<file path="src/rtc_irq_alarm_pkg.sv">
`default_nettype none
package rtc_irq_alarm_pkg;

    // Register byte offsets on the bus
    localparam logic [7:0] IER_OFFSET = 8'h00;
    localparam logic [7:0] COUNTDOWN_OFFSET = 8'h04;
    localparam logic [7:0] SUMMER_HOURS_OFFSET = 8'h08;
    localparam logic [7:0] SUMMER_MONTHS_OFFSET = 8'h0c;
    localparam logic [7:0] SUMMER_DAYS_OFFSET = 8'h10;
    localparam logic [7:0] CONTROL_OFFSET = 8'h14;
    localparam logic [7:0] STATUS_OFFSET = 8'h18;

    // Interrupt bit positions, shared by enable and status
    localparam int TAMPER_BIT = 0;
    localparam int COUNTDOWN_BIT = 1;
    localparam int ALARM_BIT = 2;
    localparam int DAY_BIT = 3;
    localparam int HOUR_BIT = 4;
    localparam int MINUTE_BIT = 5;
    localparam int SECOND_BIT = 6;
    localparam int HALF_SECOND_BIT = 7;
    localparam int PERIODIC_LSB = 8;

    // Control register fields
    localparam int SOFT_RESET_BIT = 0;
    localparam int SUMMER_ENABLE_BIT = 1;
    localparam int ALARM_MODE_LSB = 2;

    // Field positions of the summer time registers
    localparam int BEGIN_LSB = 8;
    localparam int FINISH_LSB = 0;

    // Reset values, and the last minute of the hour
    localparam logic [15:0] IER_RESET = 16'h0001;
    localparam logic [15:0] STATUS_RESET = 16'h0001;
    localparam logic [7:0] COUNTDOWN_RESET = 8'h00;
    localparam logic [4:0] HOUR_RESET = 5'h00;
    localparam logic [3:0] MONTH_RESET = 4'h1;
    localparam logic [4:0] DAY_RESET = 5'h01;
    localparam logic [5:0] LAST_MINUTE = 6'h3b;

    typedef enum logic [1:0] {
        ALARM_DAILY = 2'b00,
        ALARM_MONTHLY = 2'b01,
        ALARM_YEARLY = 2'b10,
        ALARM_ONCE = 2'b11
    } alarm_mode_e;

    typedef struct packed {
        logic [7:0] year;
        logic [3:0] month;
        logic [4:0] day;
        logic [4:0] hour;
        logic [5:0] minute;
        logic [5:0] second;
    } time_s;

    typedef struct packed {
        logic [7:0] periodic;
        logic half_second;
        logic second;
        logic minute;
        logic hour;
        logic day;
        logic tamper;
    } tick_s;

endpackage : rtc_irq_alarm_pkg
`default_nettype wire

</file>
<file path="src/rtc_irq_alarm_countdown_dst.sv">
// Function
// Sixteen enable bits: periodic 15:8, half-second 7 down to tamper 0.
// Clearing an enable leaves status flags alone; flags set regardless.
// Tamper enable set by power-on reset, kept through software reset.
// Software reset clears every enable except tamper.
// One interrupt output, OR of all enabled pending sources.
// Alarm mode selects daily, monthly, yearly or one-time compare.
// Countdown decrements only on the minute tick.
// Writing zero to the countdown does nothing.
// Countdown reaching zero raises the expiry flag.
// Software reset clears the countdown.
// Countdown read returns the live counter value.
// Count in bits 7:0, zero means disabled, upper bits read zero.
// Software should load the countdown right after a minute flag.
// Summer time registers writable only while summer time is disabled.
// Hours register: begin hour 12:8, finish hour 4:0, rest zero.
// Hardware checks minute 59; software programs the hour before change.
// Months register: begin month 11:8, finish month 3:0, rest zero.
// Days register: begin day 12:8, finish day 4:0, rest zero.
// Summer time registers survive a software reset.
// Writing one clears a status flag and its interrupt contribution.
// At begin setting hour advances by one, at finish it falls back.
`default_nettype none
module rtc_irq_alarm_countdown_dst
    import rtc_irq_alarm_pkg::*;
(
    input wire logic i_clk,
    input wire logic i_resetn,
    input wire logic i_wb_cyc,
    input wire logic i_wb_stb,
    input wire logic i_wb_we,
    input wire logic [7:0] i_wb_adr,
    input wire logic [3:0] i_wb_sel,
    input wire logic [31:0] i_wb_dat,
    output logic o_wb_ack,
    output logic [31:0] o_wb_dat,
    input wire tick_s i_tick,
    input wire time_s i_time,
    input wire time_s i_alarm,
    output logic o_irq,
    output logic o_dst_advance,
    output logic o_dst_fallback,
    output logic o_summer_time_enable,
    output logic [1:0] o_alarm_mode
);

    ////////////////////////////////////////////////////////////////////////
    // Helpers

    function automatic logic [15:0] merge16(input logic [15:0] old, input logic [31:0] wdat,
                                            input logic [3:0] sel);
        logic [15:0] res;
        res = old;
        if (sel[0]) begin
            res[7:0] = wdat[7:0];
        end
        if (sel[1]) begin
            res[15:8] = wdat[15:8];
        end
        return res;
    endfunction : merge16

    // One register's write strobe
    function automatic logic write_to(input logic strobe, input logic [7:0] adr, input logic [7:0] target);
        return strobe && adr == target;
    endfunction : write_to

    // Counters sit on a programmed month, day and hour
    function automatic logic on_setting(input time_s now, input logic [3:0] month, input logic [4:0] day,
                                        input logic [4:0] hour);
        return now.month == month && now.day == day && now.hour == hour;
    endfunction : on_setting

    ////////////////////////////////////////////////////////////////////////
    // Bus decode

    logic ack_q;
    logic access;
    logic wr;
    logic rd_any;
    logic soft_reset;
    logic wr_ier;
    logic wr_countdown;
    logic wr_hours;
    logic wr_months;
    logic wr_days;
    logic wr_control;
    logic wr_status;

    assign access = i_wb_cyc && i_wb_stb && !ack_q;
    assign wr = access && i_wb_we;
    assign rd_any = access && !i_wb_we;

    assign wr_ier = write_to(wr, i_wb_adr, IER_OFFSET);
    assign wr_countdown = write_to(wr, i_wb_adr, COUNTDOWN_OFFSET);
    assign wr_hours = write_to(wr, i_wb_adr, SUMMER_HOURS_OFFSET);
    assign wr_months = write_to(wr, i_wb_adr, SUMMER_MONTHS_OFFSET);
    assign wr_days = write_to(wr, i_wb_adr, SUMMER_DAYS_OFFSET);
    assign wr_control = write_to(wr, i_wb_adr, CONTROL_OFFSET);
    assign wr_status = write_to(wr, i_wb_adr, STATUS_OFFSET);

    // Every request is answered, mapped or not, so a stray address cannot stall the bus
    always_ff @(posedge i_clk or negedge i_resetn) begin
        if (!i_resetn) begin
            ack_q <= 1'b0;
        end else begin
            ack_q <= access;
        end
    end

    assign o_wb_ack = ack_q;

    ////////////////////////////////////////////////////////////////////////
    // Control: alarm mode, summer time enable, software reset strobe

    logic [15:0] control_q;
    logic [15:0] control_wr;

    assign control_wr = merge16(control_q, i_wb_dat, i_wb_sel);
    // Strobe is not stored; it acts for the one write cycle only
    assign soft_reset = wr_control && i_wb_sel[0] && i_wb_dat[SOFT_RESET_BIT];

    always_ff @(posedge i_clk or negedge i_resetn) begin
        if (!i_resetn) begin
            control_q <= 16'h0000;
        end else if (soft_reset) begin
            control_q <= 16'h0000;
        end else if (wr_control) begin
            control_q <= {12'h000, control_wr[ALARM_MODE_LSB +: 2], control_wr[SUMMER_ENABLE_BIT], 1'b0};
        end
    end

    logic summer_en;
    alarm_mode_e alarm_mode;

    assign summer_en = control_q[SUMMER_ENABLE_BIT];
    assign alarm_mode = alarm_mode_e'(control_q[ALARM_MODE_LSB +: 2]);

    always_ff @(posedge i_clk or negedge i_resetn) begin
        if (!i_resetn) begin
            o_summer_time_enable <= 1'b0;
            o_alarm_mode <= 2'b00;
        end else begin
            o_summer_time_enable <= summer_en;
            o_alarm_mode <= alarm_mode;
        end
    end

    ////////////////////////////////////////////////////////////////////////
    // Interrupt enable

    logic [15:0] ier_q;
    logic [15:0] ier_wr;

    assign ier_wr = merge16(ier_q, i_wb_dat, i_wb_sel);

    always_ff @(posedge i_clk or negedge i_resetn) begin
        if (!i_resetn) begin
            ier_q <= IER_RESET;
        end else if (soft_reset) begin
            ier_q <= {IER_RESET[15:1], ier_q[TAMPER_BIT]}; // see R04
        end else if (wr_ier) begin
            ier_q <= ier_wr;
        end
    end

    ////////////////////////////////////////////////////////////////////////
    // Alarm compare

    logic match;
    logic match_q;
    logic same_clock;
    logic same_day;
    logic same_month;
    logic same_year;

    assign same_clock = i_time.second == i_alarm.second && i_time.minute == i_alarm.minute
        && i_time.hour == i_alarm.hour;
    assign same_day = i_time.day == i_alarm.day;
    assign same_month = i_time.month == i_alarm.month;
    assign same_year = i_time.year == i_alarm.year;

    // Each mode widens the previous one by one more counter
    always_comb begin
        match = 1'b0;
        unique case (alarm_mode)
            ALARM_DAILY: match = same_clock;
            ALARM_MONTHLY: match = same_clock && same_day;
            ALARM_YEARLY: match = same_clock && same_day && same_month;
            ALARM_ONCE: match = same_clock && same_day && same_month && same_year;
        endcase
    end

    // Flag only on the entry into a match, not for its whole second
    always_ff @(posedge i_clk or negedge i_resetn) begin
        if (!i_resetn) begin
            match_q <= 1'b0;
        end else begin
            match_q <= match;
        end
    end

    ////////////////////////////////////////////////////////////////////////
    // Minute countdown

    logic [7:0] count_q;
    logic expire;
    logic count_wr;

    // A zero load is dropped, so the running count is not disturbed
    assign count_wr = wr_countdown && i_wb_sel[0] && i_wb_dat[7:0] != 8'h00;
    assign expire = i_tick.minute && count_q == 8'h01 && !count_wr;

    always_ff @(posedge i_clk or negedge i_resetn) begin
        if (!i_resetn) begin
            count_q <= COUNTDOWN_RESET;
        end else if (soft_reset) begin
            count_q <= COUNTDOWN_RESET;
        end else if (count_wr) begin
            count_q <= i_wb_dat[7:0];
        end else if (i_tick.minute && count_q != 8'h00) begin
            count_q <= count_q - 8'h01;
        end
    end

    ////////////////////////////////////////////////////////////////////////
    // Status flags

    logic [15:0] status_q;
    logic [15:0] events;
    logic [15:0] clear_mask;

    assign events = {i_tick.periodic, i_tick.half_second, i_tick.second, i_tick.minute, i_tick.hour,
                     i_tick.day, match && !match_q, expire, i_tick.tamper};
    assign clear_mask = wr_status ? merge16(16'h0000, i_wb_dat, i_wb_sel) : 16'h0000;

    // Set beats a clear landing in the same cycle
    always_ff @(posedge i_clk or negedge i_resetn) begin
        if (!i_resetn) begin
            status_q <= STATUS_RESET;
        end else if (soft_reset) begin
            status_q <= {15'h0000, status_q[TAMPER_BIT] | events[TAMPER_BIT]};
        end else begin
            status_q <= (status_q & ~clear_mask) | events; // see R20
        end
    end

    // One cycle behind the flags, so the pin never glitches on a decode
    always_ff @(posedge i_clk or negedge i_resetn) begin
        if (!i_resetn) begin
            o_irq <= 1'b0;
        end else begin
            o_irq <= |(status_q & ier_q); // see R05
        end
    end

    ////////////////////////////////////////////////////////////////////////
    // Summer time settings

    logic [4:0] begin_hour_q;
    logic [4:0] finish_hour_q;
    logic [3:0] begin_month_q;
    logic [3:0] finish_month_q;
    logic [4:0] begin_day_q;
    logic [4:0] finish_day_q;
    logic summer_wr;
    logic [15:0] hours_rd;
    logic [15:0] months_rd;
    logic [15:0] days_rd;
    logic [15:0] hours_wr;
    logic [15:0] months_wr;
    logic [15:0] days_wr;

    assign summer_wr = wr && !summer_en;
    assign hours_rd = {3'b000, begin_hour_q, 3'b000, finish_hour_q};
    assign months_rd = {4'h0, begin_month_q, 4'h0, finish_month_q};
    assign days_rd = {3'b000, begin_day_q, 3'b000, finish_day_q};
    assign hours_wr = merge16(hours_rd, i_wb_dat, i_wb_sel);
    assign months_wr = merge16(months_rd, i_wb_dat, i_wb_sel);
    assign days_wr = merge16(days_rd, i_wb_dat, i_wb_sel);

    // Only power-on reset touches these; software reset does not
    always_ff @(posedge i_clk or negedge i_resetn) begin
        if (!i_resetn) begin
            begin_hour_q <= HOUR_RESET;
            finish_hour_q <= HOUR_RESET;
        end else if (summer_wr && wr_hours) begin
            begin_hour_q <= hours_wr[BEGIN_LSB +: 5];
            finish_hour_q <= hours_wr[FINISH_LSB +: 5];
        end
    end

    always_ff @(posedge i_clk or negedge i_resetn) begin
        if (!i_resetn) begin
            begin_month_q <= MONTH_RESET;
            finish_month_q <= MONTH_RESET;
        end else if (summer_wr && wr_months) begin
            begin_month_q <= months_wr[BEGIN_LSB +: 4];
            finish_month_q <= months_wr[FINISH_LSB +: 4];
        end
    end

    always_ff @(posedge i_clk or negedge i_resetn) begin
        if (!i_resetn) begin
            begin_day_q <= DAY_RESET;
            finish_day_q <= DAY_RESET;
        end else if (summer_wr && wr_days) begin
            begin_day_q <= days_wr[BEGIN_LSB +: 5];
            finish_day_q <= days_wr[FINISH_LSB +: 5];
        end
    end

    ////////////////////////////////////////////////////////////////////////
    // Summer time change at the minute-59 rollover

    logic at_rollover;
    logic hit_begin;
    logic hit_finish;
    logic fallen_q;

    assign at_rollover = summer_en && i_tick.minute && i_time.minute == LAST_MINUTE;
    assign hit_begin = at_rollover && on_setting(i_time, begin_month_q, begin_day_q, begin_hour_q);
    assign hit_finish = at_rollover && on_setting(i_time, finish_month_q, finish_day_q, finish_hour_q) && !fallen_q;

    // Falling back repeats the finish hour; remember it so it happens once
    always_ff @(posedge i_clk or negedge i_resetn) begin
        if (!i_resetn) begin
            fallen_q <= 1'b0;
        end else if (hit_finish) begin
            fallen_q <= 1'b1;
        end else if (i_time.day != finish_day_q || i_time.month != finish_month_q) begin
            fallen_q <= 1'b0;
        end
    end

    always_ff @(posedge i_clk or negedge i_resetn) begin
        if (!i_resetn) begin
            o_dst_advance <= 1'b0;
            o_dst_fallback <= 1'b0;
        end else begin
            o_dst_advance <= hit_begin;
            o_dst_fallback <= hit_finish;
        end
    end

    ////////////////////////////////////////////////////////////////////////
    // Read data

    logic [15:0] rd_mux;

    // Unmapped offsets read as zero
    always_comb begin
        unique case (i_wb_adr)
            IER_OFFSET: rd_mux = ier_q;
            COUNTDOWN_OFFSET: rd_mux = {8'h00, count_q}; // see R11
            SUMMER_HOURS_OFFSET: rd_mux = hours_rd;
            SUMMER_MONTHS_OFFSET: rd_mux = months_rd;
            SUMMER_DAYS_OFFSET: rd_mux = days_rd;
            CONTROL_OFFSET: rd_mux = control_q;
            STATUS_OFFSET: rd_mux = status_q;
            default: rd_mux = 16'h0000;
        endcase
    end

    always_ff @(posedge i_clk or negedge i_resetn) begin
        if (!i_resetn) begin
            o_wb_dat <= 32'h0000_0000;
        end else if (rd_any) begin
            o_wb_dat <= {16'h0000, rd_mux};
        end
    end

endmodule : rtc_irq_alarm_countdown_dst
`default_nettype wire

</file>
<file path="config.mk">
export PLATFORM = sky130hd
export DESIGN_NAME = rtc_irq_alarm_countdown_dst
export DESIGN_NICKNAME = d
export VERILOG_FILES = /design/src/rtc_irq_alarm_pkg.sv /design/src/rtc_irq_alarm_countdown_dst.sv
export SDC_FILE = /design/constraint.sdc
export NUM_CORES = 1
export LEC_CHECK = 0
export BUFFER_PORTS_ARGS = -buffer_cell sky130_fd_sc_hd__buf_4
export CORE_UTILIZATION = 55
export CTS_CLUSTER_SIZE = 20
export DETAILED_ROUTE_END_ITERATION = 8
export GPL_TIMING_DRIVEN = 0
export PLACE_DENSITY = 0.85
export SETUP_SLACK_MARGIN = 0.5
export SKIP_LAST_GASP = 1
export SLEW_MARGIN = 20
export SYNTH_ARGS = -nofsm -noshare
export SYNTH_HDL_FRONTEND = slang
export SYNTH_SLANG_ARGS = --single-unit
</file>
<file path="constraint.sdc">
create_clock -name i_clk -period 4.1 [get_ports i_clk]
set_input_delay 0 -clock i_clk [delete_from_list [all_inputs] [get_ports i_clk]]
set_output_delay 0 -clock i_clk [all_outputs]
set_load 0.02 [all_outputs]
</file>
After elaboration in Yosys (flattened, before gate mapping). Cells that the tools add are included.

$add $sub $neg: 1. Eq/ne operators: 25. Multiplexer cells: 18. Bitwise operators: 6. Reduce and logical (&&, ||, !) cells: 65.

Operators by type and width (number): 16-bit case mux with 7 select lines (1); 16-bit two-way mux (6); 8-bit two-way mux (7); 1-bit logical AND (37); 16-bit AND (2); 5-bit equality test (6); 8-bit by 5-bit equality test with 1-bit output (second input constant) (3); 2-bit AND reduction (9); 8-bit by 4-bit equality test with 1-bit output (second input constant) (2); 16-bit inverter (1); 16-bit OR (1); 8-bit nonzero test (2); 16-bit OR reduction (1); 4-bit equality test (3); 6-bit equality test (2); 2-bit nonzero test (5); 8-bit by 1-bit equality test with 1-bit output (second input constant) (1); 8-bit by 3-bit equality test with 1-bit output (second input constant) (1); 8-bit equality test (1); 8-bit zero test (1); 8-bit by 1-bit subtractor with 8-bit output (second input constant) (1); 6-bit equality test (second input constant) (1); 1-bit zero test (6); 5-bit inequality test (1); other kinds (12) (14).

Bits in registers: 109. Input port bits: 131. Word-level logic and storage cells: 137.

Logic depth before layout (Yosys ltp).
Depth after elaboration: 10. Gate-level depth with buffers: 8.

Least setup slack after synthesis. OpenSTA, ideal clock, no wires.

Path type: flip-flop to flip-flop. From: register ack_q (netlist: o_wb_ack). To: register status_q[1]. Data arrival time: 1886 ps. Path slack: 2092 ps. Stages on the path, launching flop included: 8. Path buffers: 2. Period minus slack after synthesis: 2008 ps. Path through: dfrtp_1 > and3b_1 > and3_1 > buf_1 > nand4_1 > buf_2 > a22oi_1 > nor2_1.

Longest elaborated chain between the ends: 10. Elaborated cells between the ends (all ways): 17. Classes of those cells: mux (2); bitwise (3); reduce/logical (12).

Ends and longest elaborated chain: start, declared (RTL line rtc_irq_alarm_countdown_dst.sv:77) `logic ack_q;`; start signal, assigned (RTL line rtc_irq_alarm_countdown_dst.sv:107) `ack_q <= access;`; 1-bit zero test (*) (RTL line rtc_irq_alarm_countdown_dst.sv:90) `assign access = i_wb_cyc && i_wb_stb && !ack_q;`; 1-bit logical AND (*) (RTL line rtc_irq_alarm_countdown_dst.sv:90); via access (RTL line rtc_irq_alarm_countdown_dst.sv:78) `logic access;`; 1-bit logical AND (*) (RTL line rtc_irq_alarm_countdown_dst.sv:91) `assign wr = access && i_wb_we;`; 1-bit logical AND (RTL line rtc_irq_alarm_countdown_dst.sv:65) `return strobe && adr == target;`; 1-bit logical AND (2 in a row) (RTL line rtc_irq_alarm_countdown_dst.sv:211) `assign count_wr = wr_countdown && i_wb_sel[0] && i_wb_dat[7:0] != 8'h00;`; 1-bit zero test (RTL line rtc_irq_alarm_countdown_dst.sv:212) `assign expire = i_tick.minute && count_q == 8'h01 && !count_wr;`; 1-bit logical AND (RTL line rtc_irq_alarm_countdown_dst.sv:212); 16-bit OR (RTL line rtc_irq_alarm_countdown_dst.sv:244) `status_q <= (status_q & ~clear_mask) | events;`; 16-bit two-way mux (*) (RTL line rtc_irq_alarm_countdown_dst.sv:241) `end else if (soft_reset) begin`; end signal, assigned (RTL line rtc_irq_alarm_countdown_dst.sv:242) `status_q <= {15'h0000, status_q[TAMPER_BIT] | events[TAMPER_BIT]};`; end signal, assigned (RTL line rtc_irq_alarm_countdown_dst.sv:244); end, declared (RTL line rtc_irq_alarm_countdown_dst.sv:229) `logic [15:0] status_q;`.

Mark *: on every way through the listed nets, which the timed path passes. The rest lies on a longest branch. A chain may end at the register's enable or synchronous reset.

Worst setup path after layout.
From: register ack_q (netlist: o_wb_ack). To: register status_q[10].

Longest elaborated chain between the ends: 9. Elaborated cells between the ends (all ways): 12. Classes of those cells: mux (2); bitwise (3); reduce/logical (7).

Ends and longest elaborated chain: 1-bit zero test (*) (RTL line rtc_irq_alarm_countdown_dst.sv:90); 1-bit logical AND (*) (RTL line rtc_irq_alarm_countdown_dst.sv:90); via access (RTL line rtc_irq_alarm_countdown_dst.sv:78); 1-bit logical AND (*) (RTL line rtc_irq_alarm_countdown_dst.sv:91); 1-bit logical AND (RTL line rtc_irq_alarm_countdown_dst.sv:65); 16-bit two-way mux (RTL line rtc_irq_alarm_countdown_dst.sv:235) `assign clear_mask = wr_status ? merge16(16'h0000, i_wb_dat, i_wb_sel) : 16'h0000;`; 16-bit inverter (RTL line rtc_irq_alarm_countdown_dst.sv:244); 16-bit AND (RTL line rtc_irq_alarm_countdown_dst.sv:244); 16-bit OR (RTL line rtc_irq_alarm_countdown_dst.sv:244); 16-bit two-way mux (*) (RTL line rtc_irq_alarm_countdown_dst.sv:241).

Marked as above.

==> results.txt <==
NetSw -> 0.000681 W
Final ANT Viol Nets -> 0
Sequential area share after synthesis -> 44.8%
Mapped Cells -> 509
R2r setup slk -> 1640 ps
Initial antenna violation count -> 0
Min-delay src -> i_time[13]
Seq cells post-synth -> 96
WHS -> 13.3 ps
Cts repair resizes -> 0
H-Tree Depth -> 3
EDFF count, synth -> 0
Final period util -> 60.1%
Rel. slew slack -> 43.0%
Initial core utilization -> 57.4%
Hold Path Class -> primary input to register
Internal cell power -> 0.00147 W
DRC -> 0
Initial drt markers -> 459
Total power -> 0.00215 W
Drt first pass iters -> 5
Gpl congestion -> 0.910
Mapped Area -> 5380 um2
Post-CTS setup buffers -> 0
Clock edge transition at the registers on the reported setup and hold paths -> 120 ps
CTS Buf Count -> 9
Io pins -> 170
CTS tree -> yes
Syn_area_per_cell -> 10.6 um2
Critical Path Source Type -> register
Async set-reset flop share out of synthesis -> 100%
Core ar. -> 9370 um2
Chip height -> 101 um
Status -> completed
Layout Cells excl Fill -> 845
# setup viols final -> 0
Congestion Overflow GR -> 0
Die Width -> 101 um
Post-route clock skew -> 14.6 ps
Actual slew at the worst max-slew pin -> 855 ps
Clock share of power -> 29.4%
Worst flop-to-flop path startpoint -> o_wb_ack
Pin count of the biggest net entering global routing -> 97
CP Launch Point -> o_wb_ack
Total Neg Setup Slack -> 0 ps
YS warnings -> 0
Max-cap violations -> 0
Endpoint class of the critical path -> register
Port Buffers -> 133
Post-DR wirelength/cell -> 19.9 um
Worst vdd ir -> 0.000305 V
Vias -> 5063
Total leakage power -> 3.28 nW
Synth Flop Type -> dfrtp_1
Setup crit end -> status_q[10]
Cell variety after synth -> 59
Via density -> 5.99
Hold Vio Cnt, Final -> 0
Reg2Reg Depth -> 7
Clock period minus worst slack -> 2460 ps
Cell Pwr Density -> 297 nW/um2
Flop pwr share -> 49.4%
Full die area -> 10200 um2
Skew-Pair Late Insertion Delay -> 370 ps
Final max-slew violation count -> 0
CP max FO -> 10
Switching fraction of total power -> 31.7%
Post-Route WL -> 16800 um
First-pass GRT wire length -> 26400 um
Worst EP arrival -> 2710 ps
GR Util All Layers -> 34.7%
WS Path Type -> register to register
Clock root cell -> clkbuf_8
Placed cells -> 786
R2r endpoint -> status_q[10]
Layout cell share with drive strength beyond 1 -> 30.9%
N_diodes -> 0
Clock Tree Buf Depth -> 2
Final net count -> 844
Clk sink count -> 96
Row cnt -> 35
Final HPWL DP -> 11800 um
Number of global-route vias before repair -> 5030
Final Util -> 77.2%
Unrepaired setup endpoints after global routing -> false
Worst Path Required -> 4350 ps
Comb pwr share -> 21.2%
Area growth syn-to-layout -> 34.5%
FMAX -> 0.406 GHz
[power by group through the flow]
stage | logic, W | clock network (W) | registers [W]
finish | 0.000457 | 0.000632 | 0.00106
global route | 0.000496 | 0.000675 | 0.00107
CTS | 0.000451 | 0.000642 | 0.00106
detailed placement | 0.000420 | 0 | 0.00108
global placement | 0.000407 | 0 | 0.00108
floorplan | 0.000244 | 0 | 0.00106
[registers in the layout, summed over array words and instances, names as in the netlist]
register and cells:
ier_q 16, o_wb_dat 16, status_q 16, count_q 8, begin_day_q 5, begin_hour_q 5
finish_day_q 5, finish_hour_q 5, begin_month_q 4, finish_month_q 4, control_q 3, o_alarm_mode 2
fallen_q 1, match_q 1, o_dst_advance 1, o_dst_fallback 1, o_irq 1, o_summer_time_enable 1
o_wb_ack 1
[placed cells by master (no fill, tap or decap), types with 4 or more instances in the layout]
cell / n
buf_4: 148
dfrtp_1: 90
xnor2_1: 43
dlygate4sd3_1: 43
mux2_2: 31
nand3_1: 30
xor2_1: 25
nor2_1: 24
a22o_1: 23
o21ai_0: 21
nand2_1: 21
a21oi_1: 20
conb_1: 16
nand4_1: 14
clkbuf_1: 12
nor3_1: 10
a22oi_1: 10
mux2i_1: 9
clkbuf_8: 9
a221oi_1: 8
nor4_1: 7
inv_1: 6
nor2b_1: 6
buf_2: 6
dfstp_2: 6
and3_1: 5
and2_1: 5
o2bb2ai_1: 5
buf_6: 4
or4_1: 4
[stage by stage]
stage,area [um2],setup slack [ps]
2_1_floorplan,5440,2090
3_3_place_gp,6600,1750
3_5_place_dp,6600,1720
4_1_cts,7240,1680
5_1_grt,7240,1510
6_report,7240,1640
[worst min path at each step]
stage | end | cells past startpoint | slack, ps
global route | o_dst_fallback | 4 | 40
detailed placement | o_wb_dat[15] | 1 | 150
global placement | status_q[0] | 2 | 180
finish | o_dst_fallback | 4 | 10
floorplan | begin_day_q[1] | 0 | -300
CTS | o_dst_fallback | 4 | 5
[cells by family (layout without fill, tap and decap cells)]
| family | Yosys count | count (layout) | share of synthesized area [%] |
|---|---|---|---|
| XOR/XNOR | 68 | 68 | 11.1 |
| other | 1 | 16 | 0.0697 |
| AND/OR/NAND/NOR | 143 | 143 | 15.0 |
| adder cells (fa/ha/maj) | 2 | 2 | 0.465 |
| multiplexers | 42 | 42 | 9.00 |
| flip-flops | 96 | 96 | 44.8 |
| AO/OA/AOI/OAI | 111 | 111 | 14.7 |
| buffers and inverters | 46 | 238 | 4.88 |
[routing by layer]
metal	track usage [%]	part of all wire, %
met1	44.5	39
met2	59.2	50
met3	6.45	7.9
met4	12.2	3.0
met5	0	0
[layout make-up]
| class | instances | area [um2] |
|---|---|---|
| multi-input cells | 382 | 2760 |
| flip-flops and latches | 96 | 2410 |
| fillers | 658 | 2130 |
| repair buffers | 176 | 1430 |
| plain buffers | 40 | 240 |
| well taps | 129 | 161 |
| clock buffers | 9 | 124 |
| clock inverters | 7 | 83.8 |
| inverters | 6 | 22.5 |
[timing repair]
item,4_1_cts,5_1_grt
setup endpoints to repair,0,0
hold endpoints to repair,154,0
hold buffers,43,0
[Yosys cell counts (all sizes together), types with 8 or more instances]
cell type / n / area share [%]
nand3: 30 / 2.8
nor4: 8 / 1.2
nand4: 14 / 1.6
mux2: 31 / 6.5
mux2i: 9 / 1.7
dfrtp: 90 / 42
a22o: 23 / 3.7
buf: 28 / 3.6
xor2: 25 / 4.1
nor3: 11 / 1.1
xnor2: 43 / 7.0
nand2: 21 / 1.5
clkbuf: 12 / 0.84
o21ai: 25 / 2.4
a221oi: 8 / 1.3
a21oi: 20 / 1.9
nor2: 24 / 1.7
a22oi: 10 / 1.4
[worst max-delay path, cell delays in order, from the launching register on]
cell and delay [ps]:
dfrtp_1 390, and3b_1 270, and3_1 240, clkbuf_1 450, nand3_1 170, a21oi_1 190, dlygate4sd3_1 580, nor2_1 50
No activity file was read; power rests on OpenSTA's default activity.
